===== src/pcfp_pkg.sv =====
// Shared constants and types of the pulse-count fuse programmer.
package pcfp_pkg;

  // Clock rate and the least pulse and gap time on the programming pin.
  localparam int CLK_MHZ = 125;
  localparam int T_MIN_PULSE_US = 40;
  // Least time rounds up to whole cycles.
  localparam int MIN_PULSE_CYCLES = (T_MIN_PULSE_US * CLK_MHZ * 1000 + 999) / 1000;

  // Width of the pulse duration counter; it saturates, so it only needs to exceed the minimum.
  localparam int DUR_W = 16;

  // Level codes delivered by the pin's level comparators.
  localparam logic [1:0] LEVEL_LOW = 2'h0;
  localparam logic [1:0] LEVEL_MID = 2'h1;
  localparam logic [1:0] LEVEL_HIGH = 2'h2;

  // Code and key widths.
  localparam int CODE_W = 10;
  localparam int KEY_W = 3;
  localparam int GAIN_W = 8;
  localparam int NUM_FIELDS = 4;

  // Keys that name a register.
  localparam logic [2:0] KEY_GAIN = 3'h1;
  localparam logic [2:0] KEY_DUTY = 3'h2;
  localparam logic [2:0] KEY_CARRIER = 3'h3;
  localparam logic [2:0] KEY_LOCK = 3'h5;

  // Field slots in the fuse store.
  localparam logic [1:0] SLOT_GAIN = 2'h0;
  localparam logic [1:0] SLOT_DUTY = 2'h1;
  localparam logic [1:0] SLOT_CARRIER = 2'h2;
  localparam logic [1:0] SLOT_LOCK = 2'h3;

  // Largest code each register accepts.
  localparam logic [9:0] MAX_CODE_GAIN = 10'h1FF;
  localparam logic [9:0] MAX_CODE_DUTY = 10'h1FF;
  localparam logic [9:0] MAX_CODE_CARRIER = 10'h1FF;
  localparam logic [9:0] LOCK_CODE = 10'h200;
  localparam int LOCK_BIT = 9;
  localparam int COARSE_BIT = 8;

  // Step sizes applied to a code to form the parameter value.
  localparam logic [7:0] STEP_GAIN = 8'h01;
  localparam logic [7:0] STEP_DUTY = 8'h01;
  localparam logic [7:0] STEP_CARRIER = 8'h01;

  // Register byte offsets on the bus.
  localparam logic [7:0] OFF_CTRL = 8'h00;
  localparam logic [7:0] OFF_STATUS = 8'h04;
  localparam logic [7:0] OFF_TRY = 8'h08;
  localparam logic [7:0] OFF_BLOWN_GAIN = 8'h0C;
  localparam logic [7:0] OFF_BLOWN_DUTY = 8'h10;
  localparam logic [7:0] OFF_BLOWN_CARRIER = 8'h14;
  localparam logic [7:0] OFF_BLOWN_LOCK = 8'h18;

  // Control register layout and reset value.
  localparam int CTRL_ENABLE_BIT = 0;
  localparam logic CTRL_ENABLE_RESET = 1'b1;

  // Status register layout.
  localparam int STATUS_STATE_POS = 0;
  localparam int STATUS_KEY_POS = 4;
  localparam int STATUS_LOCK_POS = 8;

  // States of the programming sequence.
  typedef enum logic [2:0] {
    ST_INITIAL,
    ST_SELECT,
    ST_ADDRESS,
    ST_HALT
  } pcfp_state_type;

endpackage


===== src/pcfp_fuse_if.sv =====
`timescale 1ns/1ps
`default_nettype none
// Link between the sequencer and the fuse store.
interface pcfp_fuse_if;
  // Blow request: one-cycle strobe, slot and bits to blow.
  logic blowStb;
  logic [1:0] blowSlot;
  logic [9:0] blowBits;
  // Registered copy of every blown field.
  logic [3:0][9:0] blownFields;

  modport sequencer (output blowStb, output blowSlot, output blowBits, input blownFields);
  modport store (input blowStb, input blowSlot, input blowBits, output blownFields);
endinterface
`default_nettype wire


===== src/pcfp_programmer.sv =====
// Implementation choices: the APB interface to the registers and the placing of the registers.
`timescale 1ns/1ps
`default_nettype none

// What this block does
// - Keys 1,2,3,5 select gain, duty, carrier, lock.
// - Addressing begins when second high pulse falls.
// - Each mid adds one, saturating at maximum.
// - Value is fuse sum times step size.
// - Code drives the DAC after every pulse.
// - Supply cycle clears unblown bits, keeps blown.
// - Blow order never changes final pattern.
// - Gain field is 8 bits wide.
// - Pulses are low-high-low or low-mid-low.
// - Initial state ignores mids, high enters selection.
// - High pulse while addressing blows addressed bits.
// - Lock at register 5 code 512 refuses programming.
module pcfp_programmer #(
  parameter int MIN_CYCLES = pcfp_pkg::MIN_PULSE_CYCLES
) (
  // Clock and supply reset.
  input wire logic clk_sys,
  input wire logic rst_b,
  // Factory erase of the fuse store.
  input wire logic nvErase,
  // Comparator level of the shared output pin.
  input wire logic [1:0] sharedOutputPinLevel,
  // APB slave.
  input wire logic psel,
  input wire logic penable,
  input wire logic pwrite,
  input wire logic [7:0] paddr,
  input wire logic [31:0] pwdata,
  output logic [31:0] prdata,
  output logic pready,
  output logic pslverr,
  // Parameter values and DAC code.
  output logic [15:0] gainValue,
  output logic coarseDutyEn,
  output logic [15:0] dutyValue,
  output logic [15:0] carrierValue,
  output logic calTestEn,
  output logic [9:0] dacCode,
  output logic deviceLocked
);

  // Map a key to its fuse slot.
  function automatic logic [1:0] keySlot(input logic [2:0] key);
    case (key)
      pcfp_pkg::KEY_GAIN: keySlot = pcfp_pkg::SLOT_GAIN;
      pcfp_pkg::KEY_DUTY: keySlot = pcfp_pkg::SLOT_DUTY;
      pcfp_pkg::KEY_CARRIER: keySlot = pcfp_pkg::SLOT_CARRIER;
      default: keySlot = pcfp_pkg::SLOT_LOCK;
    endcase
  endfunction

  // True when a key names a defined register.
  function automatic logic keyValid(input logic [2:0] key);
    keyValid = (key == pcfp_pkg::KEY_GAIN) || (key == pcfp_pkg::KEY_DUTY) ||
               (key == pcfp_pkg::KEY_CARRIER) || (key == pcfp_pkg::KEY_LOCK);
  endfunction

  // Largest code for a slot.
  function automatic logic [9:0] slotMax(input logic [1:0] slot);
    case (slot)
      pcfp_pkg::SLOT_GAIN: slotMax = pcfp_pkg::MAX_CODE_GAIN;
      pcfp_pkg::SLOT_DUTY: slotMax = pcfp_pkg::MAX_CODE_DUTY;
      pcfp_pkg::SLOT_CARRIER: slotMax = pcfp_pkg::MAX_CODE_CARRIER;
      default: slotMax = pcfp_pkg::LOCK_CODE;
    endcase
  endfunction

  // Scale an 8-bit field by its step.
  function automatic logic [15:0] applyStep(input logic [7:0] field, input logic [7:0] step);
    applyStep = 16'(field * step);
  endfunction

  // Fuse store link.
  pcfp_fuse_if fuseLink ();

  // Fuse store instance.
  pcfp_fuse_store fuseStore (
    .clk_sys(clk_sys),
    .nvErase(nvErase),
    .fuse(fuseLink.store)
  );

  // Pulse detector state.
  logic [1:0] peakLevel_q;
  logic [pcfp_pkg::DUR_W-1:0] activeCnt_q;
  logic midPulse_q;
  logic highPulse_q;

  // Sequencer state.
  pcfp_pkg::pcfp_state_type state_q;
  logic [2:0] key_q;
  logic [1:0] slot_q;
  logic [9:0] tryCode_q;
  logic blowStb_q;

  // Software control.
  logic progEnable_q;

  // Lock taken from the blown lock fuse.
  logic lockBlown;
  assign lockBlown = fuseLink.blownFields[pcfp_pkg::SLOT_LOCK][pcfp_pkg::LOCK_BIT];

  // Measure each excursion away from low and note its peak level. A pulse counts only when
  // it returns to low after the least active time, so short glitches on the supply never
  // advance the sequence; the rest of the timing is left to the programmer.
  always_ff @(posedge clk_sys) begin
    if (!rst_b) begin
      peakLevel_q <= pcfp_pkg::LEVEL_LOW;
      activeCnt_q <= '0;
      midPulse_q <= 1'b0;
      highPulse_q <= 1'b0;
    end else begin
      midPulse_q <= 1'b0;
      highPulse_q <= 1'b0;
      if (sharedOutputPinLevel == pcfp_pkg::LEVEL_LOW) begin
        // Falling edge ends a pulse; classify it by the highest level reached.
        if (activeCnt_q >= pcfp_pkg::DUR_W'(MIN_CYCLES)) begin
          midPulse_q <= (peakLevel_q == pcfp_pkg::LEVEL_MID);
          highPulse_q <= (peakLevel_q == pcfp_pkg::LEVEL_HIGH);
        end
        peakLevel_q <= pcfp_pkg::LEVEL_LOW;
        activeCnt_q <= '0;
      end else begin
        // Still active: count time and keep the peak.
        if (sharedOutputPinLevel == pcfp_pkg::LEVEL_HIGH) begin
          peakLevel_q <= pcfp_pkg::LEVEL_HIGH;
        end else if (peakLevel_q == pcfp_pkg::LEVEL_LOW) begin
          peakLevel_q <= pcfp_pkg::LEVEL_MID;
        end
        if (activeCnt_q != '1) begin
          activeCnt_q <= activeCnt_q + 1'b1;
        end
      end
    end
  end

  // Programming sequence. The supply reset returns here to the initial state and drops the
  // try code, which is how unblown bits clear on a power cycle.
  always_ff @(posedge clk_sys) begin
    if (!rst_b) begin
      state_q <= pcfp_pkg::ST_INITIAL;
      key_q <= '0;
      slot_q <= pcfp_pkg::SLOT_GAIN;
      tryCode_q <= '0;
      blowStb_q <= 1'b0;
    end else begin
      blowStb_q <= 1'b0;
      case (state_q)
        pcfp_pkg::ST_INITIAL: begin
          // Mid pulses are ignored here; a locked part never leaves.
          if (highPulse_q && progEnable_q && !lockBlown) begin
            state_q <= pcfp_pkg::ST_SELECT;
            key_q <= '0;
          end
        end
        pcfp_pkg::ST_SELECT: begin
          if (midPulse_q) begin
            // Key counts up and holds at its top rather than wrapping onto a valid key.
            if (key_q != '1) begin
              key_q <= key_q + 1'b1;
            end
          end else if (highPulse_q) begin
            // The pulse is seen at its falling edge, so addressing starts there.
            if (keyValid(key_q)) begin
              state_q <= pcfp_pkg::ST_ADDRESS;
              slot_q <= keySlot(key_q);
              tryCode_q <= '0;
            end else begin
              state_q <= pcfp_pkg::ST_HALT;
            end
          end
        end
        pcfp_pkg::ST_ADDRESS: begin
          if (midPulse_q) begin
            // One step per pulse, held at the register's largest code.
            if (tryCode_q < slotMax(slot_q)) begin
              tryCode_q <= tryCode_q + 1'b1;
            end
          end else if (highPulse_q) begin
            // Blow the addressed bits, then wait for a supply cycle.
            blowStb_q <= 1'b1;
            state_q <= pcfp_pkg::ST_HALT;
          end
        end
        pcfp_pkg::ST_HALT: begin
          // Only the supply reset leaves this state.
          state_q <= pcfp_pkg::ST_HALT;
        end
        default: begin
          state_q <= pcfp_pkg::ST_INITIAL;
        end
      endcase
    end
  end

  // Blow request to the fuse store.
  assign fuseLink.blowStb = blowStb_q;
  assign fuseLink.blowSlot = slot_q;
  assign fuseLink.blowBits = tryCode_q;

  // Effective field: blown bits plus the bits activated by addressing, when addressed.
  function automatic logic [9:0] effField(input logic [1:0] slot, input logic [9:0] blown,
                                          input logic [1:0] selSlot, input logic [9:0] tryCode,
                                          input logic tryOn);
    effField = blown | ((tryOn && slot == selSlot) ? tryCode : 10'h000);
  endfunction

  // Try code applies while addressing and after a blow until the supply cycles.
  logic tryOn;
  assign tryOn = (state_q == pcfp_pkg::ST_ADDRESS) ||
                 ((state_q == pcfp_pkg::ST_HALT) && keyValid(key_q));

  // Combined fields.
  logic [9:0] gainField;
  logic [9:0] dutyField;
  logic [9:0] carrierField;
  assign gainField = effField(pcfp_pkg::SLOT_GAIN, fuseLink.blownFields[pcfp_pkg::SLOT_GAIN],
                              slot_q, tryCode_q, tryOn);
  assign dutyField = effField(pcfp_pkg::SLOT_DUTY, fuseLink.blownFields[pcfp_pkg::SLOT_DUTY],
                              slot_q, tryCode_q, tryOn);
  assign carrierField = effField(pcfp_pkg::SLOT_CARRIER, fuseLink.blownFields[pcfp_pkg::SLOT_CARRIER],
                                 slot_q, tryCode_q, tryOn);

  // Parameter outputs, registered. The gain keeps its low 8 bits and bit 8 is the coarse
  // duty switch; the duty and carrier scaling only covers their low byte.
  always_ff @(posedge clk_sys) begin
    if (!rst_b) begin
      gainValue <= '0;
      coarseDutyEn <= 1'b0;
      dutyValue <= '0;
      carrierValue <= '0;
      calTestEn <= 1'b0;
      deviceLocked <= 1'b0;
    end else begin
      gainValue <= applyStep(gainField[pcfp_pkg::GAIN_W-1:0], pcfp_pkg::STEP_GAIN);
      coarseDutyEn <= gainField[pcfp_pkg::COARSE_BIT];
      dutyValue <= applyStep(dutyField[7:0], pcfp_pkg::STEP_DUTY);
      carrierValue <= applyStep(carrierField[7:0], pcfp_pkg::STEP_CARRIER);
      calTestEn <= carrierField[pcfp_pkg::COARSE_BIT];
      deviceLocked <= lockBlown;
    end
  end

  // DAC follows the addressed field after every pulse so it can be measured.
  always_ff @(posedge clk_sys) begin
    if (!rst_b) begin
      dacCode <= '0;
    end else begin
      case (slot_q)
        pcfp_pkg::SLOT_GAIN: dacCode <= gainField;
        pcfp_pkg::SLOT_DUTY: dacCode <= dutyField;
        pcfp_pkg::SLOT_CARRIER: dacCode <= carrierField;
        default: dacCode <= fuseLink.blownFields[pcfp_pkg::SLOT_LOCK] | (tryOn ? tryCode_q : 10'h000);
      endcase
    end
  end

  // Register decode for reads.
  logic [31:0] readMux;
  logic addrHit;
  always_comb begin
    readMux = 32'h00000000;
    addrHit = 1'b1;
    case (paddr)
      pcfp_pkg::OFF_CTRL: readMux[pcfp_pkg::CTRL_ENABLE_BIT] = progEnable_q;
      pcfp_pkg::OFF_STATUS: begin
        readMux[pcfp_pkg::STATUS_STATE_POS +: 3] = state_q;
        readMux[pcfp_pkg::STATUS_KEY_POS +: 3] = key_q;
        readMux[pcfp_pkg::STATUS_LOCK_POS] = lockBlown;
      end
      pcfp_pkg::OFF_TRY: readMux[9:0] = tryCode_q;
      pcfp_pkg::OFF_BLOWN_GAIN: readMux[9:0] = fuseLink.blownFields[pcfp_pkg::SLOT_GAIN];
      pcfp_pkg::OFF_BLOWN_DUTY: readMux[9:0] = fuseLink.blownFields[pcfp_pkg::SLOT_DUTY];
      pcfp_pkg::OFF_BLOWN_CARRIER: readMux[9:0] = fuseLink.blownFields[pcfp_pkg::SLOT_CARRIER];
      pcfp_pkg::OFF_BLOWN_LOCK: readMux[9:0] = fuseLink.blownFields[pcfp_pkg::SLOT_LOCK];
      default: addrHit = 1'b0;
    endcase
  end

  // APB answer: one wait state so that data and error come straight from flops.
  always_ff @(posedge clk_sys) begin
    if (!rst_b) begin
      pready <= 1'b0;
      prdata <= '0;
      pslverr <= 1'b0;
    end else begin
      pready <= psel && penable && !pready;
      if (psel && penable && !pready) begin
        prdata <= pwrite ? 32'h00000000 : readMux;
        pslverr <= !addrHit;
      end else begin
        pslverr <= 1'b0;
      end
    end
  end

  // Control register write, taken at the completing edge. Only the control word is writable.
  always_ff @(posedge clk_sys) begin
    if (!rst_b) begin
      progEnable_q <= pcfp_pkg::CTRL_ENABLE_RESET;
    end else if (psel && penable && pready && pwrite && paddr == pcfp_pkg::OFF_CTRL) begin
      progEnable_q <= pwdata[pcfp_pkg::CTRL_ENABLE_BIT];
    end
  end

endmodule
`default_nettype wire


===== src/pcfp_fuse_store.sv =====
`timescale 1ns/1ps
`default_nettype none
// Fuse store. Blown bits are not touched by the supply reset; only a factory erase clears them.
module pcfp_fuse_store (
  // Clock.
  input wire logic clk_sys,
  // Factory erase, a blank part in simulation.
  input wire logic nvErase,
  // Sequencer side.
  pcfp_fuse_if.store fuse
);

  // Fuse words; they survive power cycles.
  logic [3:0][9:0] fuseMem;

  // A blow only ever sets bits, so the result never depends on order.
  always_ff @(posedge clk_sys) begin
    if (nvErase) begin
      fuseMem <= '0;
    end else if (fuse.blowStb) begin
      fuseMem[fuse.blowSlot] <= fuseMem[fuse.blowSlot] | fuse.blowBits;
    end
  end

  // Read data come out of a register.
  always_ff @(posedge clk_sys) begin
    fuse.blownFields <= fuseMem;
  end

endmodule
`default_nettype wire


===== config.mk =====
export PLATFORM = sky130hd
export DESIGN_NAME = pcfp_programmer
export DESIGN_NICKNAME = d
export VERILOG_FILES = /design/src/pcfp_pkg.sv /design/src/pcfp_fuse_if.sv /design/src/pcfp_programmer.sv /design/src/pcfp_fuse_store.sv
export SDC_FILE = /design/constraint.sdc
export NUM_CORES = 1
export LEC_CHECK = 0
export BUFFER_PORTS_ARGS = -buffer_cell sky130_fd_sc_hd__buf_2
export CAP_MARGIN = 5
export CORE_UTILIZATION = 59
export DETAILED_ROUTE_END_ITERATION = 8
export PLACE_DENSITY = 0.92
export RECOVER_POWER = 50
export SLEW_MARGIN = 20
export SYNTH_ARGS = -nofsm -noshare
export SYNTH_HDL_FRONTEND = slang
export SYNTH_SLANG_ARGS = --single-unit

===== constraint.sdc =====
create_clock -name clk_sys -period 3.3 [get_ports clk_sys]
set_clock_uncertainty 0.05 [all_clocks]
set_input_delay 0.66 -clock clk_sys [delete_from_list [all_inputs] [get_ports clk_sys]]
set_output_delay 0.66 -clock clk_sys [all_outputs]
set_load 0.02 [all_outputs]

=== Word-level counts from Yosys, hierarchy flattened ===
Cells that the tools add are included.

* Register bits: 215
* Latch bits: 0
* RAM bits: 0
* Memory bits (read-only): 0
* Output and inout port bits: 95
* Word-level logic and storage cells: 161
* Memories kept: 0

* $add $sub $neg: 3
* Multipliers: 0
* Div/mod/pow operators: 0
* Order comparisons: 4
* Equal/unequal tests: 32
* Shifts and indexed selects: 0
* Multiplexer cells: 44
* Bitwise logic cells: 8
* Reduce and logical (&&, ||, !) cells: 38

{| class="wikitable"
|+ Operators with widths
! operator !! count
|-
| $mux W10 || 16
|-
| $or A10 B10 Y10 || 5
|-
| $bwmux W40 || 1
|-
| $pmux W10 S3 || 1
|-
| $eq A8 B5 Y1 const B || 3
|-
| $mux W3 || 8
|-
| $bmux W10 S2 || 1
|-
| $demux W10 S2 || 1
|-
| $ne A2 B2 Y1 const B || 10
|-
| $pmux W10 S2 || 1
|-
| $pmux W3 S6 || 1
|-
| $add A16 B1 Y16 const B || 1
|-
| $eq A8 B4 Y1 const B || 2
|-
| $ge A16 B13 Y1 const B || 1
|-
| $ne A16 B16 Y1 const B || 1
|-
| $pmux W1 S5 || 3
|-
| $eq A3 B2 Y1 const B || 4
|-
| $logic_and A1 B1 Y1 || 12
|-
| $pmux W2 S6 || 1
|-
| $pmux W3 S4 || 1
|-
| $add A10 B1 Y10 const B || 1
|-
| $lt A10 B10 Y1 || 1
|-
| $reduce_or A3 Y1 || 3
|-
| $eq A8 B3 Y1 const B || 1
|-
| 30 further kinds || 49
|}

=== Depth between registers and ports, before layout ===
Gate-level depths: netlist (run 1).

* Word-level depth: 10
* Depth in mapped cells: 10
* Gate-level depth less buffers: 8

=== Cells and area by module ===
From an unflattened synthesis (run 1), not the netlist that was laid out.

* Cell total of the unflattened synthesis: 754
* Area, all modules: 7083.0 um^2

{| class="wikitable"
|+ Modules (own cells, without submodules)
! module !! instances !! cells each !! area each (um^2) !! seq. area each (um^2)
|-
| pcfp_programmer || 1 || 548 || 4702.0 || 1761.7
|-
| pcfp_fuse_store || 1 || 206 || 2381.0 || 1601.5
|}

=== Least setup slack after synthesis (run 1) ===
Ideal clock, no wire load.

* Path kind: input-to-reg
* From: input paddr[4]
* To: register prdata[8]
* Arrival time: 2107 ps
* Required time: 3133 ps
* Path slack: 1026 ps
* Cell stages on the path: 6
* Buffers on the path: 2
* Cell sequence: clkbuf_1 > buf_1 > mux2_2 > a221oi_1 > a21oi_1 > a22o_1

* Longest elaborated chain between the ends: 3
* Elaborated cells between the ends (all ways): 8
* Classes of those cells: eq/ne (6); mux (2)

{| class="wikitable"
|+ RTL lines
! element !! RTL line !! text
|-
| from (decl) || pcfp_programmer.sv:32 || <nowiki>input wire logic [7:0] paddr,</nowiki>
|-
| $eq A8 B5 Y1, or another cell as far along || pcfp_programmer.sv:269 || <nowiki>case (paddr)</nowiki>
|-
| $pmux W1 S6 (*) || pcfp_programmer.sv:269 ||
|-
| $mux W10 (*) || pcfp_programmer.sv:294 || <nowiki>prdata <= pwrite ? 32'h00000000 : readMux;</nowiki>
|-
| to (signal assigned) || pcfp_programmer.sv:294 ||
|-
| to (decl) || pcfp_programmer.sv:34 || <nowiki>output logic [31:0] prdata,</nowiki>
|}

Mark *: on every way between the ends. The rest lies on a longest branch, timed or not.
A chain may end at the register's enable or synchronous reset.

=== Final worst setup path (run 1) ===
* From: register key_q[2]
* To: register gainValue[1]

* Longest elaborated chain between the ends: 9
* Elaborated cells between the ends (all ways): 12
* Classes of those cells: eq/ne (4); mux (1); bitwise (1); reduce/logical (6)

{| class="wikitable"
|+ RTL lines
! element !! RTL line !! text
|-
| from (decl) || pcfp_programmer.sv:96 || <nowiki>logic [2:0] key_q;</nowiki>
|-
| from (signal assigned) || pcfp_programmer.sv:165 || <nowiki>key_q <= key_q + 1'b1;</nowiki>
|-
| $eq A3 B1 Y1 / $eq A3 B2 Y1 (equally long branches) || pcfp_programmer.sv:59 || <nowiki>keyValid = (key == pcfp_pkg::KEY_GAIN) || (key == pcfp_pkg::KEY_DUTY) ||</nowiki>
|-
| $logic_or A1 B1 Y1 (2 in series) || pcfp_programmer.sv:59 ||
|-
| $logic_or A1 B1 Y1 (*) || pcfp_programmer.sv:60 || <nowiki>(key == pcfp_pkg::KEY_CARRIER) || (key == pcfp_pkg::KEY_LOCK);</nowiki>
|-
| $logic_and A1 B1 Y1 (*) || pcfp_programmer.sv:216 || <nowiki>((state_q == pcfp_pkg::ST_HALT) && keyValid(key_q));</nowiki>
|-
| $logic_or A1 B1 Y1 (*) || pcfp_programmer.sv:215 || <nowiki>assign tryOn = (state_q == pcfp_pkg::ST_ADDRESS) ||</nowiki>
|-
| $logic_and A1 B1 Y1 (*) || pcfp_programmer.sv:210 || <nowiki>effField = blown | ((tryOn && slot == selSlot) ? tryCode : 10'h000);</nowiki>
|-
| $mux W10 (*) || pcfp_programmer.sv:210 ||
|-
| $or A10 B10 Y10 (*) || pcfp_programmer.sv:210 ||
|-
| to (signal assigned) || pcfp_programmer.sv:240 || <nowiki>gainValue <= applyStep(gainField[pcfp_pkg::GAIN_W-1:0], pcfp_pkg::STEP_GAIN);</nowiki>
|-
| to (decl) || pcfp_programmer.sv:38 || <nowiki>output logic [15:0] gainValue,</nowiki>
|}

Marked as above.

==> metrics.md, run 1 <==
| Metric | Value |
|---|---|
| FMAX | `0.395 GHz` |
| Crit-path slowest cell | `a31oi_1` |
| Worst VDD drop | `378 µV` |
| RSZ-0062 raised after global routing | `no` |
| Final Hold Fails | `0` |
| Maximum Capacitance Violations | `0` |
| Failing checks | `design-rule violations` |
| First-pass GRT wire length | `29.1 mm` |
| Synth unique cells | `61` |
| Slew Viols, Final | `0` |
| Antenna-violating nets left | `0` |
| Avg Synthesized Cell Area | `9.71 µm²` |
| Post-DP HPWL | `10.9 mm` |
| Crit Path Max Fanout | `9` |
| Delay-heaviest family, CP | `simple AND/OR/NAND/NOR gates` |
| Worst-Margin Slew | `0.852 ns` |
| Initial Util | `61.5%` |
| DRC | `11` |
| CTS Hold Bufs | `0` |
| Pwr dens | `540 mW/mm²` |
| Avg WL per Cell | `19.6 µm` |
| FF-to-FF setup slack | `0.77 ns` |
| Ant diodes | `0` |
| CTS root buffer | `clkbuf_16` |
| Final #Nets | `830` |
| Lkg Pwr | `2.85 nW` |
| Layout cells sized above 1 | `11.0%` |
| Async SR Flop Fraction | `0%` |
| Max incr delay on CP | `0.71 ns` |
| Ports | `143` |
| Via density | `6.37` |
| Initial antenna violation count | `0` |
| Routed Wire Length | `18.2 mm` |
| H-tree levels | `4` |
| GP Congestion | `0.846` |
| CTS Buf Count | `17` |
| Most common cell after layout, fill and taps aside | `dfxtp_1` |
| Max_slew headroom | `43.2%` |
| Worst path required time | `3.62 ns` |
| Area growth, synth to finish | `10.2%` |
| CTS max path bufs | `2` |
| Crit share post-route | `76.7%` |
| Critical Setup Path Class | `reg2reg` |
| Cell Area, Synth | `0.00711 mm²` |
| Buf+Inv Stages, Crit Path | `0` |
| Sink Count | `168` |
| Multi-input logic area | `0.00332 mm²` |
| Number of global-route vias before repair | `5580` |
| Final Setup Violations | `0` |
| Status | `complete, but fails checks` |
| Die area | `0.0125 mm²` |
| DIE HEIGHT | `112 µm` |
| Synth Register Bits | `168` |
| Core area | `0.0116 mm²` |
| Final core occ | `67.7%` |
| First-pass DRT Iterations | `9` |
| Starting DRC count in detailed routing | `781` |
| Gr usage total | `29.9%` |
| Syn. warnings | `0` |
| Clk pin slew, worst setup/hold paths | `0.06 ns` |
| Mapped Cells | `732` |
| Sum Neg Setup Slack | `0 ns` |
| CP Capture Type | `flop` |
| Most frequent cells in the layout | `168 x dfxtp_1, 125 x nor2_1, 62 x a21oi_1` |
| Fillers | `778` |
| CTS tree | `built` |
| Tightest Hold Check Type | `reg2reg` |
| Chip width | `112 µm` |
| Routed via count | `5914` |
| GRT overflow | `0` |
| Critical Path Start Type | `flop` |
| PortBufs | `65` |
| Rows | `39` |
| Cell Chain, Critical Path | `nand2b_1, a31oi_1, nor3b_2, a21oi_1, nor2_1` |
| Post-CTS resize count | `0` |
| Post-CTS Setup Bufs | `0` |
| Minimum clock period after layout | `2.53 ns` |
| CP arrival | `2.86 ns` |
| Largest net degree at the start of global routing | `41` |
| Post-synth EDFFs | `0` |
| Ys flop type | `dfxtp_1` |
| Clk_lat worst skew | `0.43 ns` |
| Register area share after synthesis | `47.3%` |
| Reg area | `0.00336 mm²` |
-- logic make-up (layout without fill, tap and decap cells) --
logic type	Yosys count	count (layout)	synth area share (%)
flops	168	168	47.3
mux	45	45	9.94
simple gates	223	223	15.5
compound gates	166	166	15.7
fa+ha+maj	10	10	1.76
xor+xnor	11	11	1.36
other cells	1	46	0.0527
buf+inv	108	116	8.43
-- synth_stat cells, types with 4 or more instances --
library cell	n	area share (%)
mux4_2	20	6.3
and2_1	5	0.44
and3_1	5	0.44
nor2_1	125	6.6
a21oi_1	62	4.4
o211ai_1	4	0.42
inv_1	10	0.53
o31ai_1	7	0.74
nand4_1	5	0.44
a221oi_1	4	0.49
a22oi_1	6	0.63
xor2_1	10	1.2
mux2_2	5	0.79
a211oi_1	43	4.5
nor2b_1	9	0.79
nor3_1	6	0.42
nand3_1	10	0.70
o21ai_0	5	0.35
nand2b_1	6	0.53
o21ai_1	4	0.28
buf_2	11	0.77
clkbuf_1	36	1.9
buf_1	4	0.21
and4_1	4	0.49
mux2i_1	20	2.8
a22o_1	10	1.2
nor4_1	4	0.35
ha_1	10	1.8
nand2_1	14	0.74
and3b_1	5	0.62
dfxtp_1	168	47
buf_4	46	4.9
or4_1	8	0.84
-- state kept, by name (all words and copies together) (netlist names), 2 cells and up --
register,count
gainValue,8
fuseLink.blowSlot,2
activeCnt_q,16
prdata,10
peakLevel_q,2
carrierValue,8
fuseStore.fuseMem,40
fuseLink.blowBits,10
dacCode,10
dutyValue,8
state_q,2
fuseStore.fuse.blownFields,40
key_q,3
-- final timing paths --
kind	start	endpoint	cells after the start
hold reg to reg	fuseStore.fuseMem[27]	fuseStore.fuse.blownFields[27]	0
setup reg to reg	key_q[2]	gainValue[1]	5
setup / recovery	key_q[2]	gainValue[1]	5
hold / removal	fuseStore.fuseMem[27]	fuseStore.fuse.blownFields[27]	0
-- power breakdown --
part	switching, mW	total (mW)	internal [mW]
logic	0.113	0.140	0.0270
clock network	0.831	2.05	1.22
registers	0.00697	2.04	2.03
-- layer usage --
| metal | global-route usage [%] | part of all wire (%) | vias to the layer above |
|---|---|---|---|
| li1 | - | - | 2629 |
| met1 | 37.5 | 39 | 2725 |
| met2 | 47.0 | 46 | 469 |
| met3 | 7.24 | 11 | 91 |
| met4 | 17.4 | 4.7 | 0 |
| met5 | 0 | 0 | - |
-- layout make-up --
cell class	instances	area share [%]
clock buffers	19	5.65
clock inverters	13	2.14
inverters	10	0.479
multi-input cells	501	42.4
flip-flops and latches	168	42.9
well taps	143	2.28
repair buffers	74	4.17
-- through the flow --
| stage | instances | hold slack (ns) | total power, mW | setup WS [ns] | area (µm²) |
|---|---|---|---|---|---|
| 5_1_grt | 928 | 0.322 | 4.33 | 0.699 | 7840 |
| 4_1_cts | 928 | 0.315 | 4.23 | 0.900 | 7900 |
| 3_5_place_dp | 896 | 0.304 | 2.22 | 0.935 | 7290 |
| 6_report | 928 | 0.314 | 4.23 | 0.768 | 7840 |
| 2_1_floorplan | 777 | 0.297 | 2.23 | 1.03 | 7280 |
| 3_3_place_gp | 896 | 0.303 | 2.22 | 0.966 | 7290 |
-- worst reg2reg max path, cell delays in order (launching register included) --
cell	delay, ns
dfxtp_1	0.41
nand2b_1	0.28
a31oi_1	0.71
nor3b_2	0.70
a21oi_1	0.21
nor2_1	0.11
No activity file was read; power rests on OpenSTA's default activity.
==> run 2, diff against run 1 <==
CORE_UTILIZATION = 50   (was 59)
PLACE_DENSITY = 0.84   (was 0.92)
clock period = 2.1 ns   (was 3.3 ns; I/O delays follow)
==> metrics.md, run 2 (synthesis gave the netlist of run 1 again) <==
| Metric | Value |
|---|---|
| PortBufs | `65` |
| Switching share of power | `22.8%` |
| Critical Path Start Type | `flop` |
| GRT overflow | `0` |
| Layout cells sized above 1 | `16.2%` |
| Routed Wire Length | `17.2 mm` |
| H-tree levels | `4` |
| Final core occ | `59.0%` |
| Initial Util | `51.2%` |
| Via density | `5.71` |
| Final #Nets | `866` |
| Rows | `43` |
| Sum Neg Setup Slack | `0 ns` |
| GP Congestion | `0.957` |
| Tightest Hold Check Type | `in2reg` |
| Die area | `0.0147 mm²` |
| Clock share of power | `47.2%` |
| CTS Hold Bufs | `0` |
| Ant diodes | `0` |
| CTS max path bufs | `2` |
| Lkg Pwr | `3.01 nW` |
| Top Registers | `fuseStore.fuse.blownFields x40, fuseStore.fuseMem x40, activeCnt_q x16` |
| CTS root buffer | `clkbuf_16` |
| Slew Viols, Final | `0` |
| CP Capture Type | `flop` |
| Gr usage total | `23.8%` |
| Chip width | `121 µm` |
| Final Hold Fails | `0` |
| Total power | `6.49 mW` |
| CTS tree | `built` |
| Status | `finished, final reports clean` |
| Placed cell count | `965` |
| Starting DRC count in detailed routing | `666` |
| Worst-Margin Slew | `0.760 ns` |
| Sink Count | `168` |
| Initial antenna violation count | `0` |
| Placed inst area | `0.00758 mm²` |
| Final Setup Violations | `0` |
| CTS Buf Count | `17` |
| Minimum clock period after layout | `2.09 ns` |
| Internal power | `5.01 mW` |
| First-pass GRT wire length | `26.7 mm` |
| Pre-CTS setup slack | `-0.0588 ns` |
| Clk_lat worst skew | `0.44 ns` |
| DIE HEIGHT | `121 µm` |
| Hold slack | `0.154 ns` |
| Area growth, synth to finish | `15.3%` |
| Max incr delay on CP | `0.52 ns` |
| Clk pin slew, worst setup/hold paths | `0.06 ns` |
| Most common cell after layout, fill and taps aside | `dfxtp_1` |
| Crit Path Max Fanout | `7` |
| Comb power frac | `3.5%` |
| Maximum Capacitance Violations | `0` |
| Crit-path slowest cell | `or4b_1` |
| Final cell count without fillers | `1001` |
| Ports | `143` |
| Pwr dens | `792 mW/mm²` |
| Post-DP HPWL | `11.3 mm` |
| Switch Pwr | `1.48 mW` |
| Finished Cell Area | `0.00820 mm²` |
| Avg WL per Cell | `17.1 µm` |
| Power share of the sequential group | `49.4%` |
| Crit share post-route | `99.5%` |
| Largest net degree at the start of global routing | `41` |
| Number of global-route vias before repair | `5241` |
| FMAX | `0.479 GHz` |
| Worst path required time | `2.41 ns` |
| DRC | `0` |
| Core area | `0.0139 mm²` |
| CP arrival | `2.40 ns` |
| Worst VDD drop | `652 µV` |
| First-pass DRT Iterations | `5` |
| Antenna-violating nets left | `0` |
| Cell Chain, Critical Path | `nand2_1, inv_2, ha_4, a221oi_2, a21oi_2, o2111a_2, or4b_1, a21oi_1` |
| Routed via count | `5720` |
| Critical Setup Path Class | `reg2reg` |
| Most frequent cells in the layout | `168 x dfxtp_1, 125 x nor2_1, 59 x a21oi_1` |
| Max_slew headroom | `49.3%` |
| Worst setup margin | `0.0114 ns` |
[run 2: cell count changes in the layout (fill, tap and decap cells not counted), sizes merged]
| cell | before | now |
|---|---|---|
| clkinv | 5 | 7 |
| clkbuf | 70 | 71 |
| bufinv | 3 | 2 |
| inv | 14 | 13 |
| buf | 23 | 57 |
| o2111a | 1 | 2 |
[run 2: power groups by stage]
stage	Combinational [mW]	Clock, mW	Sequential [mW]
6_report	0.224	3.06	3.20
5_1_grt	0.242	3.22	3.20
4_1_cts	0.223	3.08	3.20
3_5_place_dp	0.221	0	3.28
3_3_place_gp	0.219	0	3.27
2_1_floorplan	0.239	0	3.27
[run 2: final timing paths]
| kind | slack, ns | depth (start not counted) | startpoint | to |
|---|---|---|---|---|
| setup / recovery | 0.01 | 8 | fuseLink.blowSlot[0] | fuseLink.blowBits[5] |
| hold / removal | 0.15 | 2 | sharedOutputPinLevel[0] | peakLevel_q[1] |
| setup reg to reg | 0.01 | 8 | fuseLink.blowSlot[0] | fuseLink.blowBits[5] |
| hold reg to reg | 0.32 | 0 | fuseStore.fuseMem[14] | fuseStore.fuse.blownFields[14] |
[run 2: area by class of cell]
cell class                 count  area [µm²]
clock buffer                  19         433
clock inverter                13         146
fill                        1107        5680
inverter                      10        37.5
multi-input combinational    502        3400
sequential                   168        3360
tap                          180         225
timing repair buffer         109         591
[run 2: layer usage]
| layer | up-vias | share of wire (%) | GRT usage, % |
|---|---|---|---|
| met5 | - | 0 | 0 |
| met4 | 0 | 3.2 | 11.6 |
| li1 | 2695 | - | - |
| met1 | 2689 | 41 | 28.9 |
| met3 | 56 | 7.7 | 5.73 |
| met2 | 280 | 48 | 39.3 |
[run 2: worst max-delay path, delay by kind of cell (launching register included)]
kind / cells / cell delay, ns
adders and majority gates: 1 / 0.21
and+or+nand+nor: 2 / 0.60
AOI/OAI and AO/OA: 4 / 0.73
DFF: 1 / 0.32
buffers and inverters: 1 / 0.09
[run 2: what timing repair did]
action                                  4_1_cts  5_1_grt
gates resized for setup                       2       12
buffers inserted                              1        2
gates cloned                                  0        1
pin swaps                                     1        5
endpoints found under the setup margin        9       47
hold endpoints to repair                      0        0
